--- src/include/epv_pkg.sv ---
// package: constants and carriers for exception priority and vectoring
// Notes on behaviour
// - software sets one of eight levels for seven system handlers, 27 irqs
// - every settable priority field resets to level zero
// - settable level zero ranks below reset, nmi and hard fault
// - equal level ties go to the lowest vector position
// - position 0 holds the stack top, loaded on reset
// - reset is position 1, priority -3, drops to base level after start
// - nmi is position 2, priority -2, preempted only by reset
// - nmi is raised only by a software write to the control register
// - hard fault is position 3, priority -1, escalation of blocked faults
// - memory management is position 4, settable, on protection mismatch
// - bus fault is position 5, settable, can be enabled or disabled
// - usage fault is position 6, settable, undefined or illegal state
// - supervisor call is position 11, settable, from the call instruction
// - debug monitor is position 12, only when enabled and not halting
// - pendable service request is position 14, pended only by software
// - system tick is position 15, raised when the tick timer fires
// - peripheral irqs sit at 16 and above, gated by set-enable bits
// - irq bits: ports a-e, two uarts, serial port, 8 reserved, pwm
// - entry stacks state while fetching vector; exit restores state
// - back to back pending irq is tail-chained without restacking
// - levels split into preemption group and subpriority
package epv_pkg;
  localparam int NUM_IRQ     = 27;
  localparam int NUM_VEC     = 16 + NUM_IRQ;
  localparam int VEC_W       = 6;
  localparam int PRI_W       = 3;
  localparam int RANK_W      = 4;
  // fixed positions
  localparam logic [VEC_W-1:0] VEC_STACK = 6'h00;
  localparam logic [VEC_W-1:0] VEC_RESET = 6'h01;
  localparam logic [VEC_W-1:0] VEC_NMI   = 6'h02;
  localparam logic [VEC_W-1:0] VEC_HARD  = 6'h03;
  localparam logic [VEC_W-1:0] VEC_MEM   = 6'h04;
  localparam logic [VEC_W-1:0] VEC_BUS   = 6'h05;
  localparam logic [VEC_W-1:0] VEC_USAGE = 6'h06;
  localparam logic [VEC_W-1:0] VEC_SVC   = 6'h0b;
  localparam logic [VEC_W-1:0] VEC_DBG   = 6'h0c;
  localparam logic [VEC_W-1:0] VEC_PSR   = 6'h0e;
  localparam logic [VEC_W-1:0] VEC_TICK  = 6'h0f;
  localparam logic [VEC_W-1:0] VEC_IRQ0  = 6'h10;
  // ranks: 0 reset, 1 nmi, 2 hard fault, 3+level settable, 15 base
  localparam logic [RANK_W-1:0] RANK_RESET = 4'h0;
  localparam logic [RANK_W-1:0] RANK_NMI   = 4'h1;
  localparam logic [RANK_W-1:0] RANK_HARD  = 4'h2;
  localparam logic [RANK_W-1:0] RANK_SET0  = 4'h3;
  localparam logic [RANK_W-1:0] RANK_BASE  = 4'hf;
  localparam logic [RANK_W-1:0] RANK_NONE  = 4'hf;
  localparam logic [PRI_W-1:0]  PRI_RESET  = 3'h0;
  localparam logic [NUM_IRQ-1:0] IRQ_RSVD_MASK = 27'h0000100; // bit 8
  // irq bit assignments
  localparam int IRQ_PORT_A = 0;
  localparam int IRQ_UART0  = 5;
  localparam int IRQ_SERIAL = 7;
  localparam int IRQ_PWMF   = 9;
  localparam int IRQ_PWMG0  = 10;
  // cycles spent stacking and unstacking eight words
  localparam logic [3:0] STACK_CYCLES = 4'h8;
  localparam logic [3:0] CNT_RESET    = 4'h0;

  typedef enum logic [2:0] {
    EPV_RESET   = 3'b000,
    EPV_THREAD  = 3'b001,
    EPV_STACK   = 3'b010,
    EPV_HANDLER = 3'b011,
    EPV_UNSTACK = 3'b100
  } epv_state_type;

  // fault and system event inputs
  typedef struct packed {
    logic mem_fault;
    logic bus_fault;
    logic usage_fault;
    logic svc_call;
    logic debug_event;
    logic tick_fire;
  } epv_sys_evt_type;

  // software controls
  typedef struct packed {
    logic [6:0][PRI_W-1:0]       sys_pri;
    logic [NUM_IRQ-1:0][PRI_W-1:0] irq_pri;
    logic [NUM_IRQ-1:0]          irq_enable;
    logic                        bus_fault_en;
    logic                        mem_fault_en;
    logic                        usage_fault_en;
    logic                        debug_mon_en;
    logic                        halted;
    logic [PRI_W-1:0]            sub_bits;
    logic                        set_nmi;
    logic                        set_pend_sv;
  } epv_ctrl_type;

  // core side handshake
  typedef struct packed {
    logic             entry_req;
    logic             stacking;
    logic             unstacking;
    logic             tail_chain;
    logic [VEC_W-1:0] vector;
    logic [RANK_W-1:0] active_rank;
    logic             handler_mode;
    logic             load_stack_top;
  } epv_core_type;
endpackage

--- src/rtl/epv_arbiter.sv ---
// module: lowest-rank then lowest-position winner over all positions
`timescale 1ns/10ps
module epv_arbiter (
  // candidates
  input  wire logic [epv_pkg::NUM_VEC-1:0]                       pend,
  input  wire logic [epv_pkg::NUM_VEC-1:0][epv_pkg::RANK_W-1:0] rank,
  // winner
  output logic                                                   found,
  output logic [epv_pkg::VEC_W-1:0]                              win_vec,
  output logic [epv_pkg::RANK_W-1:0]                             win_rank
);
  import epv_pkg::*;

  // strict compare keeps lowest position on equal rank
  always_comb begin
    found    = 1'b0;
    win_vec  = VEC_STACK;
    win_rank = RANK_NONE;
    for (int i = 0; i < NUM_VEC; i++) begin
      if (pend[i] && (!found || rank[i] < win_rank)) begin
        found    = 1'b1;
        win_vec  = VEC_W'(i);
        win_rank = rank[i];
      end
    end
  end
endmodule // epv_arbiter

--- src/rtl/epv_core.sv ---
// module: exception prioritisation, pending state and entry sequencing
`timescale 1ns/10ps
module epv_core (
  // clock and reset
  input  wire logic                     sys_clk,
  input  wire logic                     rst_n,
  // sources
  input  wire logic [epv_pkg::NUM_IRQ-1:0] irq_in,
  input  wire epv_pkg::epv_sys_evt_type    sys_evt,
  // software controls
  input  wire epv_pkg::epv_ctrl_type       ctrl,
  // handler return from core
  input  wire logic                     handler_return,
  // core side
  output epv_pkg::epv_core_type         core,
  output logic [epv_pkg::NUM_VEC-1:0]   pending
);
  import epv_pkg::*;

  typedef struct packed {
    epv_state_type      state;
    logic [3:0]         cnt;
    logic [NUM_VEC-1:0] pend;
    logic [VEC_W-1:0]   act_vec;
    logic [RANK_W-1:0]  act_rank;
    logic [RANK_W-1:0]  prev_rank;
    logic               nested;
    logic               chain;
    logic               stack_top;
  } epv_st_type;

  epv_st_type st_reg;
  epv_st_type st_next;

  logic [NUM_VEC-1:0][RANK_W-1:0] rank;
  logic                           found;
  logic [VEC_W-1:0]               win_vec;
  logic [RANK_W-1:0]              win_rank;

  // settable level to rank, below the three fixed ones
  function automatic logic [RANK_W-1:0] lvl_rank(
      input logic [PRI_W-1:0] lvl);
    lvl_rank = RANK_SET0 + RANK_W'(lvl);
  endfunction

  // preemption group: subpriority bits cleared
  function automatic logic [RANK_W-1:0] group_of(
      input logic [RANK_W-1:0] r, input logic [PRI_W-1:0] sb);
    logic [RANK_W-1:0] m;
    m = RANK_W'(4'hf << sb);
    if (r < RANK_SET0)
      group_of = r;
    else
      group_of = RANK_SET0 + ((r - RANK_SET0) & m);
  endfunction

  // rank of each position
  always_comb begin
    rank = '{default: RANK_NONE};
    rank[VEC_RESET] = RANK_RESET;
    rank[VEC_NMI]   = RANK_NMI;
    rank[VEC_HARD]  = RANK_HARD;
    rank[VEC_MEM]   = lvl_rank(ctrl.sys_pri[0]);
    rank[VEC_BUS]   = lvl_rank(ctrl.sys_pri[1]);
    rank[VEC_USAGE] = lvl_rank(ctrl.sys_pri[2]);
    rank[VEC_SVC]   = lvl_rank(ctrl.sys_pri[3]);
    rank[VEC_DBG]   = lvl_rank(ctrl.sys_pri[4]);
    rank[VEC_PSR]   = lvl_rank(ctrl.sys_pri[5]);
    rank[VEC_TICK]  = lvl_rank(ctrl.sys_pri[6]);
    for (int i = 0; i < NUM_IRQ; i++)
      rank[16 + i] = lvl_rank(ctrl.irq_pri[i]);
  end

  epv_arbiter u_arb (
    .pend     (st_reg.pend),
    .rank     (rank),
    .found    (found),
    .win_vec  (win_vec),
    .win_rank (win_rank)
  );

  // next state
  always_comb begin
    logic [RANK_W-1:0] cur_grp;
    logic              preempt;
    logic              blocked;
    logic [NUM_VEC-1:0] set_vec;
    st_next = st_reg;
    set_vec = '0;
    cur_grp = group_of(st_reg.act_rank, ctrl.sub_bits);
    // only strictly more urgent groups preempt
    preempt = found && (group_of(win_rank, ctrl.sub_bits) < cur_grp);
    blocked = 1'b0;
    // collect this cycle's new requests on their own first
    st_next.pend = '0;
    // configurable faults: escalate to hard fault when blocked or off
    if (sys_evt.mem_fault) begin
      if (!ctrl.mem_fault_en || rank[VEC_MEM] >= st_reg.act_rank)
        blocked = 1'b1;
      else
        st_next.pend[VEC_MEM] = 1'b1;
    end
    if (sys_evt.bus_fault) begin
      if (!ctrl.bus_fault_en || rank[VEC_BUS] >= st_reg.act_rank)
        blocked = 1'b1;
      else
        st_next.pend[VEC_BUS] = 1'b1;
    end
    if (sys_evt.usage_fault) begin
      if (!ctrl.usage_fault_en || rank[VEC_USAGE] >= st_reg.act_rank)
        blocked = 1'b1;
      else
        st_next.pend[VEC_USAGE] = 1'b1;
    end
    if (blocked)
      st_next.pend[VEC_HARD] = 1'b1;
    if (sys_evt.svc_call)
      st_next.pend[VEC_SVC] = 1'b1;
    // debug monitor ignored when off, halting or lower than active
    if (sys_evt.debug_event && ctrl.debug_mon_en && !ctrl.halted &&
        rank[VEC_DBG] < st_reg.act_rank)
      st_next.pend[VEC_DBG] = 1'b1;
    if (ctrl.set_pend_sv)
      st_next.pend[VEC_PSR] = 1'b1;
    if (sys_evt.tick_fire)
      st_next.pend[VEC_TICK] = 1'b1;
    if (ctrl.set_nmi)
      st_next.pend[VEC_NMI] = 1'b1;
    // enabled irqs latch pending; reserved bit never pends
    for (int i = 0; i < NUM_IRQ; i++)
      if (irq_in[i] && ctrl.irq_enable[i] && !IRQ_RSVD_MASK[i])
        st_next.pend[16 + i] = 1'b1;
    // fresh sets kept apart so a set beats an acceptance clear
    set_vec      = st_next.pend;
    st_next.pend = st_reg.pend | set_vec;
    st_next.stack_top = 1'b0;
    case (st_reg.state)
      EPV_RESET: begin
        // stack top loaded in the same cycle that reset drops to base level
        st_next.stack_top = 1'b1;
        st_next.act_vec   = VEC_RESET;
        st_next.act_rank  = RANK_BASE;
        st_next.state     = EPV_THREAD;
      end
      EPV_THREAD: begin
        if (preempt) begin
          st_next.prev_rank       = st_reg.act_rank;
          st_next.nested          = 1'b0;
          st_next.act_vec         = win_vec;
          st_next.act_rank        = win_rank;
          st_next.pend[win_vec]   = 1'b0;
          st_next.cnt             = CNT_RESET;
          st_next.chain           = 1'b0;
          st_next.state           = EPV_STACK;
        end
      end
      EPV_STACK: begin
        // vector presented during stacking
        st_next.cnt = st_reg.cnt + 4'h1;
        if (st_reg.cnt == STACK_CYCLES - 4'h1)
          st_next.state = EPV_HANDLER;
      end
      EPV_HANDLER: begin
        st_next.chain = 1'b0;
        if (preempt) begin
          // nested entry: stack again above current handler
          st_next.prev_rank     = st_reg.act_rank;
          st_next.nested        = 1'b1;
          st_next.act_vec       = win_vec;
          st_next.act_rank      = win_rank;
          st_next.pend[win_vec] = 1'b0;
          st_next.cnt           = CNT_RESET;
          st_next.state         = EPV_STACK;
        end else if (handler_return) begin
          if (found && group_of(win_rank, ctrl.sub_bits) <
              group_of(st_reg.prev_rank, ctrl.sub_bits)) begin
            // tail chain: next handler without unstack and restack
            st_next.act_vec       = win_vec;
            st_next.act_rank      = win_rank;
            st_next.pend[win_vec] = 1'b0;
            st_next.chain         = 1'b1;
          end else begin
            st_next.cnt   = CNT_RESET;
            st_next.state = EPV_UNSTACK;
          end
        end
      end
      EPV_UNSTACK: begin
        st_next.cnt = st_reg.cnt + 4'h1;
        if (st_reg.cnt == STACK_CYCLES - 4'h1) begin
          // single-level return model: back to saved level
          st_next.act_rank = st_reg.nested ? st_reg.prev_rank : RANK_BASE;
          st_next.nested   = 1'b0;
          st_next.state    = st_reg.nested ? EPV_HANDLER : EPV_THREAD;
        end
      end
      default: st_next.state = EPV_RESET;
    endcase
    // a request landing in its own acceptance cycle stays pending
    st_next.pend = st_next.pend | set_vec;
  end

  // state register
  always_ff @(posedge sys_clk or negedge rst_n) begin
    if (!rst_n) begin
      st_reg.state     <= EPV_RESET;
      st_reg.cnt       <= CNT_RESET;
      st_reg.pend      <= '0;
      st_reg.act_vec   <= VEC_RESET;
      st_reg.act_rank  <= RANK_RESET;
      st_reg.prev_rank <= RANK_BASE;
      st_reg.nested    <= 1'b0;
      st_reg.chain     <= 1'b0;
      st_reg.stack_top <= 1'b0;
    end else begin
      st_reg <= st_next;
    end
  end

  // core side outputs
  always_comb begin
    core.entry_req      = (st_reg.state == EPV_STACK) && (st_reg.cnt == 4'h0);
    core.stacking       = st_reg.state == EPV_STACK;
    core.unstacking     = st_reg.state == EPV_UNSTACK;
    core.tail_chain     = st_reg.chain;
    core.vector         = st_reg.act_vec;
    core.active_rank    = st_reg.act_rank;
    core.handler_mode   = (st_reg.state == EPV_HANDLER) ||
                          (st_reg.state == EPV_STACK);
    core.load_stack_top = st_reg.stack_top;
    pending             = st_reg.pend;
  end
endmodule // epv_core

--- config.mk ---
export PLATFORM = sky130hd
export DESIGN_NAME = epv_core
export DESIGN_NICKNAME = d
export VERILOG_FILES = /design/src/include/epv_pkg.sv /design/src/rtl/epv_arbiter.sv /design/src/rtl/epv_core.sv
export SDC_FILE = /design/constraint.sdc
export NUM_CORES = 1
export LEC_CHECK = 0
export BUFFER_PORTS_ARGS = -buffer_cell sky130_fd_sc_hd__buf_2
export CAP_MARGIN = 0
export CORE_MARGIN = 3
export CORE_UTILIZATION = 38
export CTS_BUF_LIST = sky130_fd_sc_hd__clkbuf_4 sky130_fd_sc_hd__clkbuf_8 sky130_fd_sc_hd__clkbuf_16
export DETAILED_ROUTE_END_ITERATION = 6
export SETUP_SLACK_MARGIN = 0.4
export SYNTH_ARGS = -nofsm -noshare
export SYNTH_HDL_FRONTEND = slang
export SYNTH_SLANG_ARGS = --single-unit
export TNS_END_PERCENT = 100
--- constraint.sdc ---
create_clock -name sys_clk -period 151.4 [get_ports sys_clk]
set_input_delay 22.71 -clock sys_clk [delete_from_list [all_inputs] [get_ports sys_clk]]
set_output_delay 22.71 -clock sys_clk [all_outputs]
set_load 0.01 [all_outputs]
* Word level (Yosys, flattened, before mapping) *
Cells that the tools add are included.

word-level totals
  word-level logic and storage cells = 507
  register bits after elaboration = 67

cells by class
  order comparisons = 52
  reduce and logical (&&, ||, !) cells = 179
  $add $sub $neg = 41
  shift operators = 1
  muxes and demuxes = 206
  bitwise gates (word level) = 7
  equal/unequal tests = 12

operators with widths
  cell                   number
  $mux W4                61
  $lt A4 B4 Y1           37
  $add A2 B3 Y4 const A  34
  $mux W60               2
  $mux W1                94
  $or A43 B43 Y43        2
  $pmux W43 S2           1
  $mux W5                17
  $logic_and A1 B1 Y1    74
  $mux W6                11
  $mux W66               1
  $mux W53               1
  $logic_not A1 Y1       45
  $logic_or A1 B1 Y1     45
  $and A43 B43 Y43       1
  $not A43 Y43           1
  $lt A4 B4 Y1 const A   5
  $mux W3                6
  $pmux W6 S3            1
  $pmux W4 S4            1
  $pmux W3 S5            1
  $add A2 B4 Y4 const A  3
  $and A4 B4 Y4          3
  $ge A4 B4 Y1           3
  32 further kinds       48

* Longest topological paths before layout *
Gate-level depths: netlist of run 1.

  depth after elaboration = 181
  mapped depth = 277

* Hierarchy *
A second synthesis of run 1 with hierarchy kept.

second synthesis, totals
  cell total of the unflattened synthesis = 2354
  area total of the unflattened synthesis = 16809.9 um2

modules (own cells, without submodules)
  module       area an instance (um2)  cells each  times used
  epv_arbiter  10659.0                 1597        1
  epv_core     6150.9                  757         1

* Least setup slack after synthesis of run 1 *
OpenSTA, ideal clock, no wires.

  path kind = input-to-reg
  start point = in ctrl[118] (netlist bit)
  end point = reg pending[32] (netlist name)
  library setup time = 0.121 ns
  arrival = 75.612 ns
  slack = 75.667 ns
  cell stages on the path = 250
  cell sequence = inv_1 -> ha_1 -> xnor2_1 -> ha_1 -> o21ai_0 -> a22oi_1 -> o21a_1 -> mux2_2 -> ha_1 -> a21o_1 -> a21oi_1 -> o221ai_1 -> a21oi_1 -> mux2_2 -> ha_1 -> a211o_1 -> a21oi_1 -> a41oi_2 -> [... 214 more ...] -> nand3b_1 -> o21ai_0 -> clkbuf_1 -> inv_1 -> mux2i_1 -> ha_1 -> a2111oi_0 -> mux2_2 -> a31o_2 -> nand2_1 -> o21ai_0 -> ha_1 -> or4_1 -> o221ai_2 -> nand4_2 -> buf_2 -> a2111o_1 -> a22o_1

RTL lines
  what                RTL line        RTL
  start: declaration  epv_core.sv:11  input wire epv_pkg::epv_ctrl_type ctrl,

* Worst setup path after layout of run 1 *
  start point = in ctrl[118] (netlist bit)
  end point = reg st_reg, in the netlist core[11]

on the way
  longest elaborated chain between the ends = 168

RTL lines
  what                                              RTL line           RTL
  $add A2 B3 Y4 *                                   epv_core.sv:43     lvl_rank = RANK_SET0 + RANK_W'(lvl);
  $lt A4 B4 Y1                                      epv_arbiter.sv:20  if (pend[i] && (!found || rank[i] < win_rank)) begin
  $logic_or A1 B1 Y1                                epv_arbiter.sv:20
  $logic_and A1 B1 Y1                               epv_arbiter.sv:20
  $mux W4 or $mux W1 (tied branches)                epv_arbiter.sv:20
  $lt A4 B4 Y1 or $logic_not A1 Y1 (tied branches)  epv_arbiter.sv:20
  $logic_or A1 B1 Y1                                epv_arbiter.sv:20
  $logic_and A1 B1 Y1                               epv_arbiter.sv:20
  [... 152 more ...]                                --
  $mux W4                                           epv_core.sv:51     if (r < RANK_SET0)
  $mux W4                                           epv_core.sv:174    end else if (handler_return) begin
  $mux W4                                           epv_core.sv:165    if (preempt) begin
  $mux W4                                           epv_core.sv:137    case (st_reg.state)
  $lt A4 B4 Y1                                      epv_core.sv:175    if (found && group_of(win_rank, ctrl.sub_bits) <
  $logic_and A1 B1 Y1                               epv_core.sv:175
  $ne A3 B3 Y1 (no source line)                     --
  $reduce_and A4 Y1 (no source line)                --
  end signal: assignment                            epv_core.sv:216    st_reg <= st_next;
  end: declaration                                  epv_core.sv:32     epv_st_type st_reg;

Mark *: on every way between the ends. The rest lies on a longest branch, timed or not. The select of a mux whose other input is x is not followed.
A chain may end at the register's enable or synchronous reset.

==> metrics list, run 1 <==
- The run finished with clean final reports.
* Netlist area before placement: between 10000 and 15000 µm²
- First-iteration detailed-routing DRC count: roughly 1200
* Total non-filler cell area in the finished layout: around 15000 µm²
* Proportion of register bits with asynchronous set or reset after synthesis: 100.0%
- After detailed routing, the average wire length per cell comes to approximately 19 µm.
* Die Wd: roughly 190 µm
- The initial utilization of the core area, before any placement, comes to 38.96%.
- After the last flow step, the layout net total stands at about 2300.
* Count of antenna-violating nets left after detailed routing: 0
- Clock latency on the worst-skew pair, taken at its later pin, is around 0.37 ns.
- Xor-xnor portion of the synthesized cell area: ~2.5%
- Buffer depth of the longest clock path: 2
* Slowest Stage Delay on Critical Path: ~1.2 ns
* Core Box Area: ~34000 µm²
- Setup violations remaining at the end of the flow were counted as 0.
- Complex-gate fraction of the synthesized area: between 30 and 40%
- The repair_antennas step left the layout with diodes totalling 0.
- Final Routed Wirelength: 44460 µm
- STA puts the critical path data required time at between 150 and 200 ns.
- Mux share of post-synthesis cell area: ~4.5%
- The clock net in this run drives a total of between 60 and 70 sinks.
- Synth Flop Type: sky130_fd_sc_hd__dfrtp_1
- Headroom to the max-slew limit came out at between 15 and 20%.
- A synthesized cell averages ~7.4 µm².
- Clock tree synthesis selected as its root buffer the cell sky130_fd_sc_hd__clkbuf_16.
* Most Frequent Cell on Critical Path: sky130_fd_sc_hd__ha_1
- On the critical path, the stage with the largest delay is an instance of sky130_fd_sc_hd__a21oi_1.
- Summing the areas of all and, or, nand and nor instances in the mapped netlist gives about a fifth of the synthesized area.
- Maximum number of pins on one net before global-route repair: 60
* Count of final hold-check violations: 0
* Sequential fraction of the synthesis area: between 10% and 20%
- Total negative slack for setup checks: 0 ns
- Combinational family with the most area after synthesis: compound AO/OA/AOI/OAI gates
- Fraction of the mapped netlist area in adder cells: between 10% and 20%
- The routed layout has 14320 vias.
- Yosys printed 0 warnings.
- Cells with a size suffix above 1 make up a little under a fifth of the layout.
* Resized Gates After CTS: 0
- Crit path kind: input pin to flop
- Synthesis produced a netlist with a net count of around 2100.
- The worst setup path is captured at a flop.
- The synthesized design contains 67 register bits.
* Detailed placement HPWL: approximately 37000 µm
- Counting I/O delays and the setup requirement, the final critical path takes about 87 ns.
- After synthesis, the netlist uses roughly 120 different library cells.
- Synthesis handed over a netlist of about 1800 instances.
* Largest fanout on the critical path: 23
- Placement Rows: between 60 and 70
- Initial antenna violation count: 1
* Hold-fix buffers, CTS: 0
* Number of global-route vias before repair: between 10000 and 15000
- Sum of overflow across all layers after global routing: 0
* Final count of pins violating max slew: 0
- Via density per instance: between 5 and 6
- Fmax: ~11 MHz
- RD Place Congestion: roughly 0.9
- Ports: ~230
- Number of enable-type register cells in the synthesized netlist: 0
* Worst clock skew on the final layout: between 0.015 and 0.02 ns
- Fin crit share: 57.47%
- CTS tree: done
- First-pass GRT wire length: between 60000 and 70000 µm
* Commonest non-fill, non-tap cell in the layout: sky130_fd_sc_hd__buf_2
- The number of clock buffers added by TritonCTS is 9.
- In the layout the commonest cells are sky130_fd_sc_hd__buf_2 (230), sky130_fd_sc_hd__inv_1 (178), sky130_fd_sc_hd__nand2_1 (166), sky130_fd_sc_hd__ha_1 (143), sky130_fd_sc_hd__nor2_1 (139).
- Max Cap Violations: 0
- Total Die Area: about 37000 µm²
- First drt pass iteration count: 6
- Buffers placed on the I/O ports in this run total about 230.
- For this run, the total global-route usage over all layers was measured as a little under a quarter.
- The min-delay analysis places its worst path in the category flop to flop.
* Category of the worst setup path launch point: input pin
- Clock transition at the registers of the reported paths: 0.06 ns
- The number of setup buffers added after CTS is 0.
- The register with the most flip-flops in the layout has 43 of them.
* Level count of the clock H-tree: 3
- Setup repair after global routing left no endpoint under its margin.
- The placed instances occupy a cell area of 14370 µm².
* Area growth syn-to-layout: 11.61%
- For the worst setup path, the data arrival time is between 80 and 90 ns.
- Measured slew at the worst slew-check pin: 1.176 ns
- DRC errors left: 0
- Height of the die: just under 200 µm
per-stage QoR:
step | hold WS (ns) | worst slack, ns | cells | utilization [%]
3_3_place_gp | 0.5104 | 66.19 | 2378 | 42.44
5_1_grt | 0.5386 | 59.10 | 2394 | 43.49
2_1_floorplan | 0.4573 | 75.67 | 1781 | -
4_1_cts | 0.5328 | 65.09 | 2394 | 43.49
6_report | 0.5254 | 64.39 | 2394 | 43.49
3_5_place_dp | 0.5201 | 65.03 | 2378 | 42.44
kinds of logic after synthesis:
| family | Yosys count |
|---|---|
| buf+inv | 266 |
| simple gates | 535 |
| xor+xnor | 38 |
| flops | 67 |
| compound gates | 675 |
| mux | 55 |
| fa+ha+maj | 145 |
worst max-delay path: cells and delay by family:
family | cells | cell delay, ns
AO/OA/AOI/OAI | 122 | 33.23
XOR/XNOR | 1 | 0.26
adder cells (fa/ha/maj) | 37 | 10.99
buffers and inverters | 8 | 1.06
multiplexers | 20 | 7.13
AND/OR/NAND/NOR | 62 | 11.84
final cells by class:
| cell class | count | area [µm²] |
|---|---|---|
| inverter | 180 | 675.6 |
| timing repair buffer | 235 | 1189 |
| clock inverter | 7 | 130.1 |
| clock buffer | 9 | 225.2 |
| fill | 3565 | 19140 |
| tap | 448 | 560.5 |
| multi-input combinational | 1448 | 10270 |
| sequential | 67 | 1683 |
cells in the mapped netlist, types with 16 or more instances:
library cell	number	area, µm²
sky130_fd_sc_hd__a21oi_1	120	600.6
sky130_fd_sc_hd__nand2b_1	20	125.1
sky130_fd_sc_hd__nand3_1	43	215.2
sky130_fd_sc_hd__xnor2_1	29	254.0
sky130_fd_sc_hd__inv_1	178	668.1
sky130_fd_sc_hd__a31oi_1	26	162.7
sky130_fd_sc_hd__o211ai_1	30	225.2
sky130_fd_sc_hd__ha_1	143	1789
sky130_fd_sc_hd__nor2b_1	21	131.4
sky130_fd_sc_hd__nor2_1	139	521.8
sky130_fd_sc_hd__a22oi_1	20	150.1
sky130_fd_sc_hd__a21o_1	31	232.7
sky130_fd_sc_hd__nand2_1	166	623.1
sky130_fd_sc_hd__and3_1	16	100.1
sky130_fd_sc_hd__o21ai_1	40	200.2
sky130_fd_sc_hd__mux2i_1	24	240.2
sky130_fd_sc_hd__clkbuf_1	16	60.06
sky130_fd_sc_hd__a211oi_1	31	232.7
sky130_fd_sc_hd__mux2_2	26	292.8
sky130_fd_sc_hd__o22ai_1	18	112.6
sky130_fd_sc_hd__nor3_1	33	165.2
sky130_fd_sc_hd__o21ai_0	108	540.5
sky130_fd_sc_hd__dfrtp_1	62	1551
sky130_fd_sc_hd__buf_4	55	412.9
sky130_fd_sc_hd__o21a_1	44	330.3
worst paths after layout:
check	start	endpoint	slack, ns	cells past startpoint
hold reg to reg	core[11]	core[11]	0.53	2
hold / removal	core[11]	core[11]	0.53	2
setup / recovery	ctrl[118]	core[11]	64.39	250
min in group asynchronous	rst_n	pending[41]	22.16	1
max in group asynchronous	rst_n	pending[24]	128.12	2
setup reg to reg	pending[1]	core[11]	86.30	249
routing by layer:
layer | vias to the layer above | part of all wire, % | global-route usage (%)
met5 | - | 0 | 0
met1 | 6833 | 46 | 32.00
li1 | 6960 | - | -
met4 | 0 | 2.0 | 6.276
met3 | 46 | 5.5 | 2.271
met2 | 482 | 46 | 38.25
Power of run 1 is left out: the tool's default activity adds up to more than one toggle a clock period on the data nets, which glitch-free logic cannot reach.
==> inputs of run 2 (changes only) <==
ABC_AREA = 1   (was unset)
clock period = 87.5 ns   (was 151.4 ns; I/O delays follow)
==> metrics list, run 2 <==
* Outcome: completed
* Sequential fraction of the synthesis area: roughly 15%
- Across the routed clock network, the largest skew measured is between 0.009 and 0.01 ns.
- The later pin in the worst-skew pair is clocked with a latency of approximately 0.35 ns.
- Number of buffers added on ports: ~230
* Net count after synthesis: roughly 2200
- Global routing used a little under a fifth of the available tracks.
- Setup crit end kind: flop
- Total Die Area: about 32000 µm²
- The slowest stage of the critical path belongs to the cell sky130_fd_sc_hd__o21ai_4.
* Detailed placement HPWL: ~27000 µm
- Area growth syn-to-layout: 12.59%
- The setup path with the least slack is of type input pin to flop.
* First drt pass iteration count: 6
* Core Box Area: between 20000 and 30000 µm²
- The most used flip-flop cell after synthesis is sky130_fd_sc_hd__dfrtp_1.
* Max Cap Violations: 0
* Count of final hold-check violations: 0
- FF+latch area: between 1500 and 2000 µm²
* Placement Rows: 63
- Data required time at the worst endpoint: slightly below 90 ns
* Slew Limit Headroom: a little under two fifths
* Most Frequent Cell on Critical Path: sky130_fd_sc_hd__nand2_1
* Cell with the most instances after synthesis: sky130_fd_sc_hd__nand2_1
- Crit path arrival time: 53.17 ns
- The average instance in the mapped netlist occupies 6.032 µm².
- The routed design has ~32000 µm of wire.
- The clock drives between 60 and 70 sinks.
- Slowest Stage Delay on Critical Path: around 0.6 ns
- The clock period could shrink to 52.93 ns.
* Dominant cell type by area after synthesis: sky130_fd_sc_hd__nand2_1
* Count of antenna-violating nets left after detailed routing: 0
* Maximum number of pins on one net before global-route repair: 68
* Via density per instance: 4.755
* RSZ-0062 raised after global routing: false
- Final count of pins violating max slew: 0
- In the routed design, unresolved DRC markers number 0.
- Routed length per placed instance: 12.80 µm
* Initial Utilization: between 30% and 40%
- STA classifies the critical path startpoint as an input pin.
* Clock transition at the registers of the reported paths: roughly 0.06 ns
* Resized Gates After CTS: 0
* Most frequent cells after synthesis: sky130_fd_sc_hd__nand2_1 (595), sky130_fd_sc_hd__inv_1 (293), sky130_fd_sc_hd__nand3_1 (165), sky130_fd_sc_hd__ha_1 (143), sky130_fd_sc_hd__nor2_1 (132)
- Netlist area before placement: between 10000 and 15000 µm²
- Summing over every cut layer, the via total after detailed routing is approximately 12000.
- Routed metal-1 wire length: about 15000 µm
- At the pin with the least slew margin, the transition time is 0.9288 ns.
- In the finished design, the share of the clock period the worst path needs comes to approximately three fifths.
* Layout Nets: 2407
- At the end of routability-driven placement, the weighted congestion stood at 0.8444.
* Top routing layer in use: met4
- Number of buffer and inverter instances along the worst setup path: 54
* Top-area cell type share of the netlist area: ~19%
- The clock passes through at most 2 buffers.
- Fmax: ~19 MHz
- Number of global-route vias before repair: approximately 11000
- Height of the die: ~180 µm
- In the final layout, the multi-input gates occupy a little over 8000 µm².
- The repair_antennas step left the layout with diodes totalling 0.
- In the post-synthesis netlist, the biggest area contributors are sky130_fd_sc_hd__nand2_1 (19%), sky130_fd_sc_hd__ha_1 (16%), sky130_fd_sc_hd__dfrtp_1 (13%).
* Most frequent cells in the layout: sky130_fd_sc_hd__nand2_1 (595), sky130_fd_sc_hd__inv_1 (293), sky130_fd_sc_hd__buf_2 (230), sky130_fd_sc_hd__nand3_1 (165), sky130_fd_sc_hd__ha_1 (143)
- Crit-path leading delay family: simple AND/OR/NAND/NOR gates
- Count of filler cells inserted in the layout: 3296
* First-iteration detailed-routing DRC count: just under 700
- In the final timing run, aggregate negative setup slack is 0 ns.
* Proportion of register bits with asynchronous set or reset after synthesis: between 90% and 100%
* Number of buffers created by CTS: 9
- The routed design uses 15170 µm of met2 wire.
* Clock root buffer master: sky130_fd_sc_hd__clkbuf_16
- Sum of overflow across all layers after global routing: 0
- The floorplan step set the die width to around 180 µm.
- Setup Fix Bufs, Post-CTS: 0
* Setup-failing EPs final: 0
- Level count of the clock H-tree: 3
- Flop-to-flop setup slack: 47.26 ns
- Routed length on met3: 1392 µm
- Of the cells placed in the final design, the portion with a size suffix greater than 1 is 17.14%.
- CTS tree: done
- Initial antenna violation count: 0
* Worst min-delay path class: flop to flop
- Number of synthesis warnings: 0
- Number of enable-type register cells in the synthesized netlist: 0
- Largest fanout on the critical path: 26
* Commonest non-fill, non-tap cell in the layout: sky130_fd_sc_hd__nand2_1
* Post-synthesis cell count: approximately 1900
- The first global-routing pass estimated 52230 µm of wire.
- During I/O placement, the number of pins put on the boundary was ~230.
- Largest register FFs: 43
* Number of different library cells in the post-synthesis netlist: 48
* Yosys reg bits: 67
* Hold-fix buffers, CTS: 0
-- run 2: area by class of cell --
| type | count | area share, % |
|---|---|---|
| timing repair buffer | 231 | 8.918 |
| clock inverter | 7 | 0.5971 |
| inverter | 323 | 9.332 |
| clock buffer | 9 | 1.733 |
| tap | 390 | 3.756 |
| sequential | 67 | 12.95 |
| multi-input combinational | 1457 | 62.71 |
-- run 2: routing by layer --
| layer | GRT usage (%) | vias to the layer above |
|---|---|---|
| li1 | - | 6372 |
| met1 | 24.94 | 5215 |
| met2 | 33.62 | 207 |
| met3 | 2.705 | 18 |
| met4 | 3.040 | 0 |
| met5 | 0 | - |
-- run 2: cell families after synthesis --
logic type	share of synthesized area, %
adder cells (fa/ha/maj)	15.50
buffers and inverters	14.81
XOR/XNOR	3.036
flip-flops	14.58
AO/OA/AOI/OAI	12.43
AND/OR/NAND/NOR	39.64
-- run 2: worst paths after layout --
check / from / cells past startpoint / endpoint
max: ctrl[118] / 326 / pending[4]
max in group asynchronous: rst_n / 1 / pending[36]
max reg2reg: pending[1] / 322 / pending[4]
min: core[11] / 2 / core[11]
min reg2reg: core[11] / 2 / core[11]
min in group asynchronous: rst_n / 1 / pending[7]
-- run 2: worst register-to-register path, delay by kind of cell, from the launching register on --
family	cells	cell delay (ns)
buf+inv	51	2.56
fa+ha+maj	36	10.71
compound gates	46	11.76
flops	1	0.44
simple gates	189	14.72
-- run 2: through the flow --
step           setup WS (ns)  hold slack (ns)  utilization, %  cells  cell area (µm²)
3_5_place_dp           34.25           0.4543           42.59   2468            12690
6_report               34.57           0.4716           43.60   2484            12990
5_1_grt                28.93           0.5003           43.60   2484            12990
4_1_cts                34.45           0.4710           43.60   2484            12990
3_3_place_gp           34.92           0.4546           42.59   2468            12690
2_1_floorplan          40.58           0.4431               -   1913            11540
Power of run 2 is left out for the same reason.
==> inputs of run 3 (changes only) <==
clock period = 51 ns   (was 87.5 ns; I/O delays follow)
==> metrics list, run 3 (synthesis gave the netlist of run 2 again) <==
* Outcome: completed
* Clock net sink count: 67
* Worst min-delay path class: flop to flop
* Worst clock skew on the final layout: roughly 0.01 ns
- At the end of routability-driven placement, the weighted congestion stood at around 0.85.
- In the routed layout, each cell is associated on average with a via count of about 4.8.
- Setup violations remaining at the end of the flow were counted as 0.
* Measured slew at the worst slew-check pin: 0.9308 ns
- Largest register FFs: 43
* Global routing usage summed across all routing layers: a little under a fifth
* Fmax: around 22 MHz
- Placement Rows: 63
- The routed design could run at a clock period as short as around 46 ns.
* Detailed placement HPWL: about 27000 µm
* Largest fanout on the critical path: 27
* Commonest non-fill, non-tap cell in the layout: sky130_fd_sc_hd__nand2_1
- For flop-to-flop paths, the worst setup slack is between 10 and 15 ns.
- Hold-fix buffers, CTS: 0
* Core Box Area: 29800 µm²
- Setup repair after global routing left no endpoint under its margin.
- Total negative slack for setup checks: 0 ns
- After clock tree synthesis, the clock-pin slew on the worst setup and hold paths is roughly 0.060 ns.
* Total via count after detailed routing: approximately 12000
- DRC errors left: 0
- Maximum number of pins on one net before global-route repair: slightly below 70
- Measured along the x axis, the die boundary spans around 180 µm.
- The number of global-route vias before repair is roughly 11000.
- At the later pin of the worst-skew pair, clock insertion delay measures about 0.35 ns.
- First-pass GRT wire length: a little over 50000 µm
- Data on the critical path is required at its endpoint by 51.23 ns.
- Sum of overflow across all layers after global routing: 0
* Category of the worst setup path launch point: input pin
- Fin crit share: 89.44%
- Once detail routing completed, the nets flagged for antenna violations numbered 0.
- First drt pass iteration count: 5
- After detailed routing, the total wire length is roughly 32000 µm.
- Buffer depth of the longest clock path: 2
- On the worst path, the slowest cell contributes a delay of 0.31 ns.
* Crit path kind: input pin to flop
- In the layout the commonest cells are sky130_fd_sc_hd__nand2_1 (594), sky130_fd_sc_hd__inv_1 (293), sky130_fd_sc_hd__buf_2 (230), sky130_fd_sc_hd__nand3_1 (165), sky130_fd_sc_hd__ha_1 (143).
- Slowest-stage cell, CP: sky130_fd_sc_hd__o21ai_0
- Initial Utilization: about two fifths
- Number of buffers created by CTS: 9
- Met3 demand-to-capacity share in global routing: 3.048%
- Total Die Area: roughly 32000 µm²
- TritonCTS built the clock tree.
* Count of filler cells inserted in the layout: around 3300
- Max Cap Violations: 0
- The initial antenna violation count was 0.
- The max-slew violation total from the final report came to 0.
- Count of final hold-check violations: 0
* Slew Limit Headroom: between 30% and 40%
- Dividing the detail-routed wire length by the instance count gives about 13 µm.
* Met1 usage: between 20 and 30%
- Highest-utilization routing layer at the global route stage: met2
* First-iteration detailed-routing DRC count: approximately 630
- In this run the number of H-tree levels came out at 3.
- Placed cells: ~2500
* Most Frequent Cell on Critical Path: sky130_fd_sc_hd__nand2_1
- After the last flow step, the layout net total stands at 2410.
- Pin placement for this block handled around 230 I/O pins.
- From synthesis to final layout, the design area changed by 13.37%.
* Diodes inserted: 0
- Height of the die: 180.3 µm
- Count of non-filler cells in the finished layout: about 2500
* Global routing usage on met2: about a third
- During placement, the flow inserted port buffers numbering approximately 230.
* Clock root buffer master: sky130_fd_sc_hd__clkbuf_16
- At the worst endpoint, the arrival time is 45.84 ns.
- The worst setup path is captured at a flop.
- Cells with a size suffix above 1 make up around 18% of the layout.
-- run 3: repair_timing --
item	4_1_cts	5_1_grt
resized for setup	0	35
endpoints found under the hold margin	0	0
buffers inserted	0	2
endpoints found under the setup margin	0	66
-- run 3: worst max-delay path: cells and delay by family --
family,cells,cell delay (ns)
buf+inv,58,3.05
simple gates,197,15.04
fa+ha+maj,38,10.79
xor+xnor,1,0.21
compound gates,40,9.03
-- run 3: final cells by class --
type	instances	area, µm²	area share, %
multi-input cells	1458	8185	62.57
inverters	323	1212	9.267
repair buffers	233	1186	9.067
flip-flops and latches	67	1683	12.86
well taps	390	488.0	3.730
clock buffers	10	239.0	1.827
clock inverters	6	88.84	0.6790
-- run 3: path summary, 6_finish.rpt --
kind,to,from,depth (start not counted)
max reg2reg,pending[2],pending[1],330
max in group asynchronous,pending[33],rst_n,1
max,pending[2],ctrl[118],334
min reg2reg,core[11],core[11],2
min in group asynchronous,pending[8],rst_n,1
min,core[11],core[11],2
-- run 3: through the flow --
stage          utilization [%]  setup slack (ns)  hold slack (ns)  cell area (µm²)
6_report                 43.91             5.384           0.4689            13080
5_1_grt                  43.91            0.4048           0.4948            13080
4_1_cts                  43.69             3.599           0.4703            13020
3_5_place_dp             42.59             3.394           0.4542            12690
3_3_place_gp             42.59             3.890           0.4548            12690
2_1_floorplan                -             9.560           0.4431            11540
-- run 3: per-layer routing --
metal / wire [µm] / part of all wire [%]
met2: 15240 / 48
met5: 0 / 0
met1: 15060 / 47
met4: 328 / 1.0
met3: 1369 / 4.3
Power of run 3 is left out for the same reason.
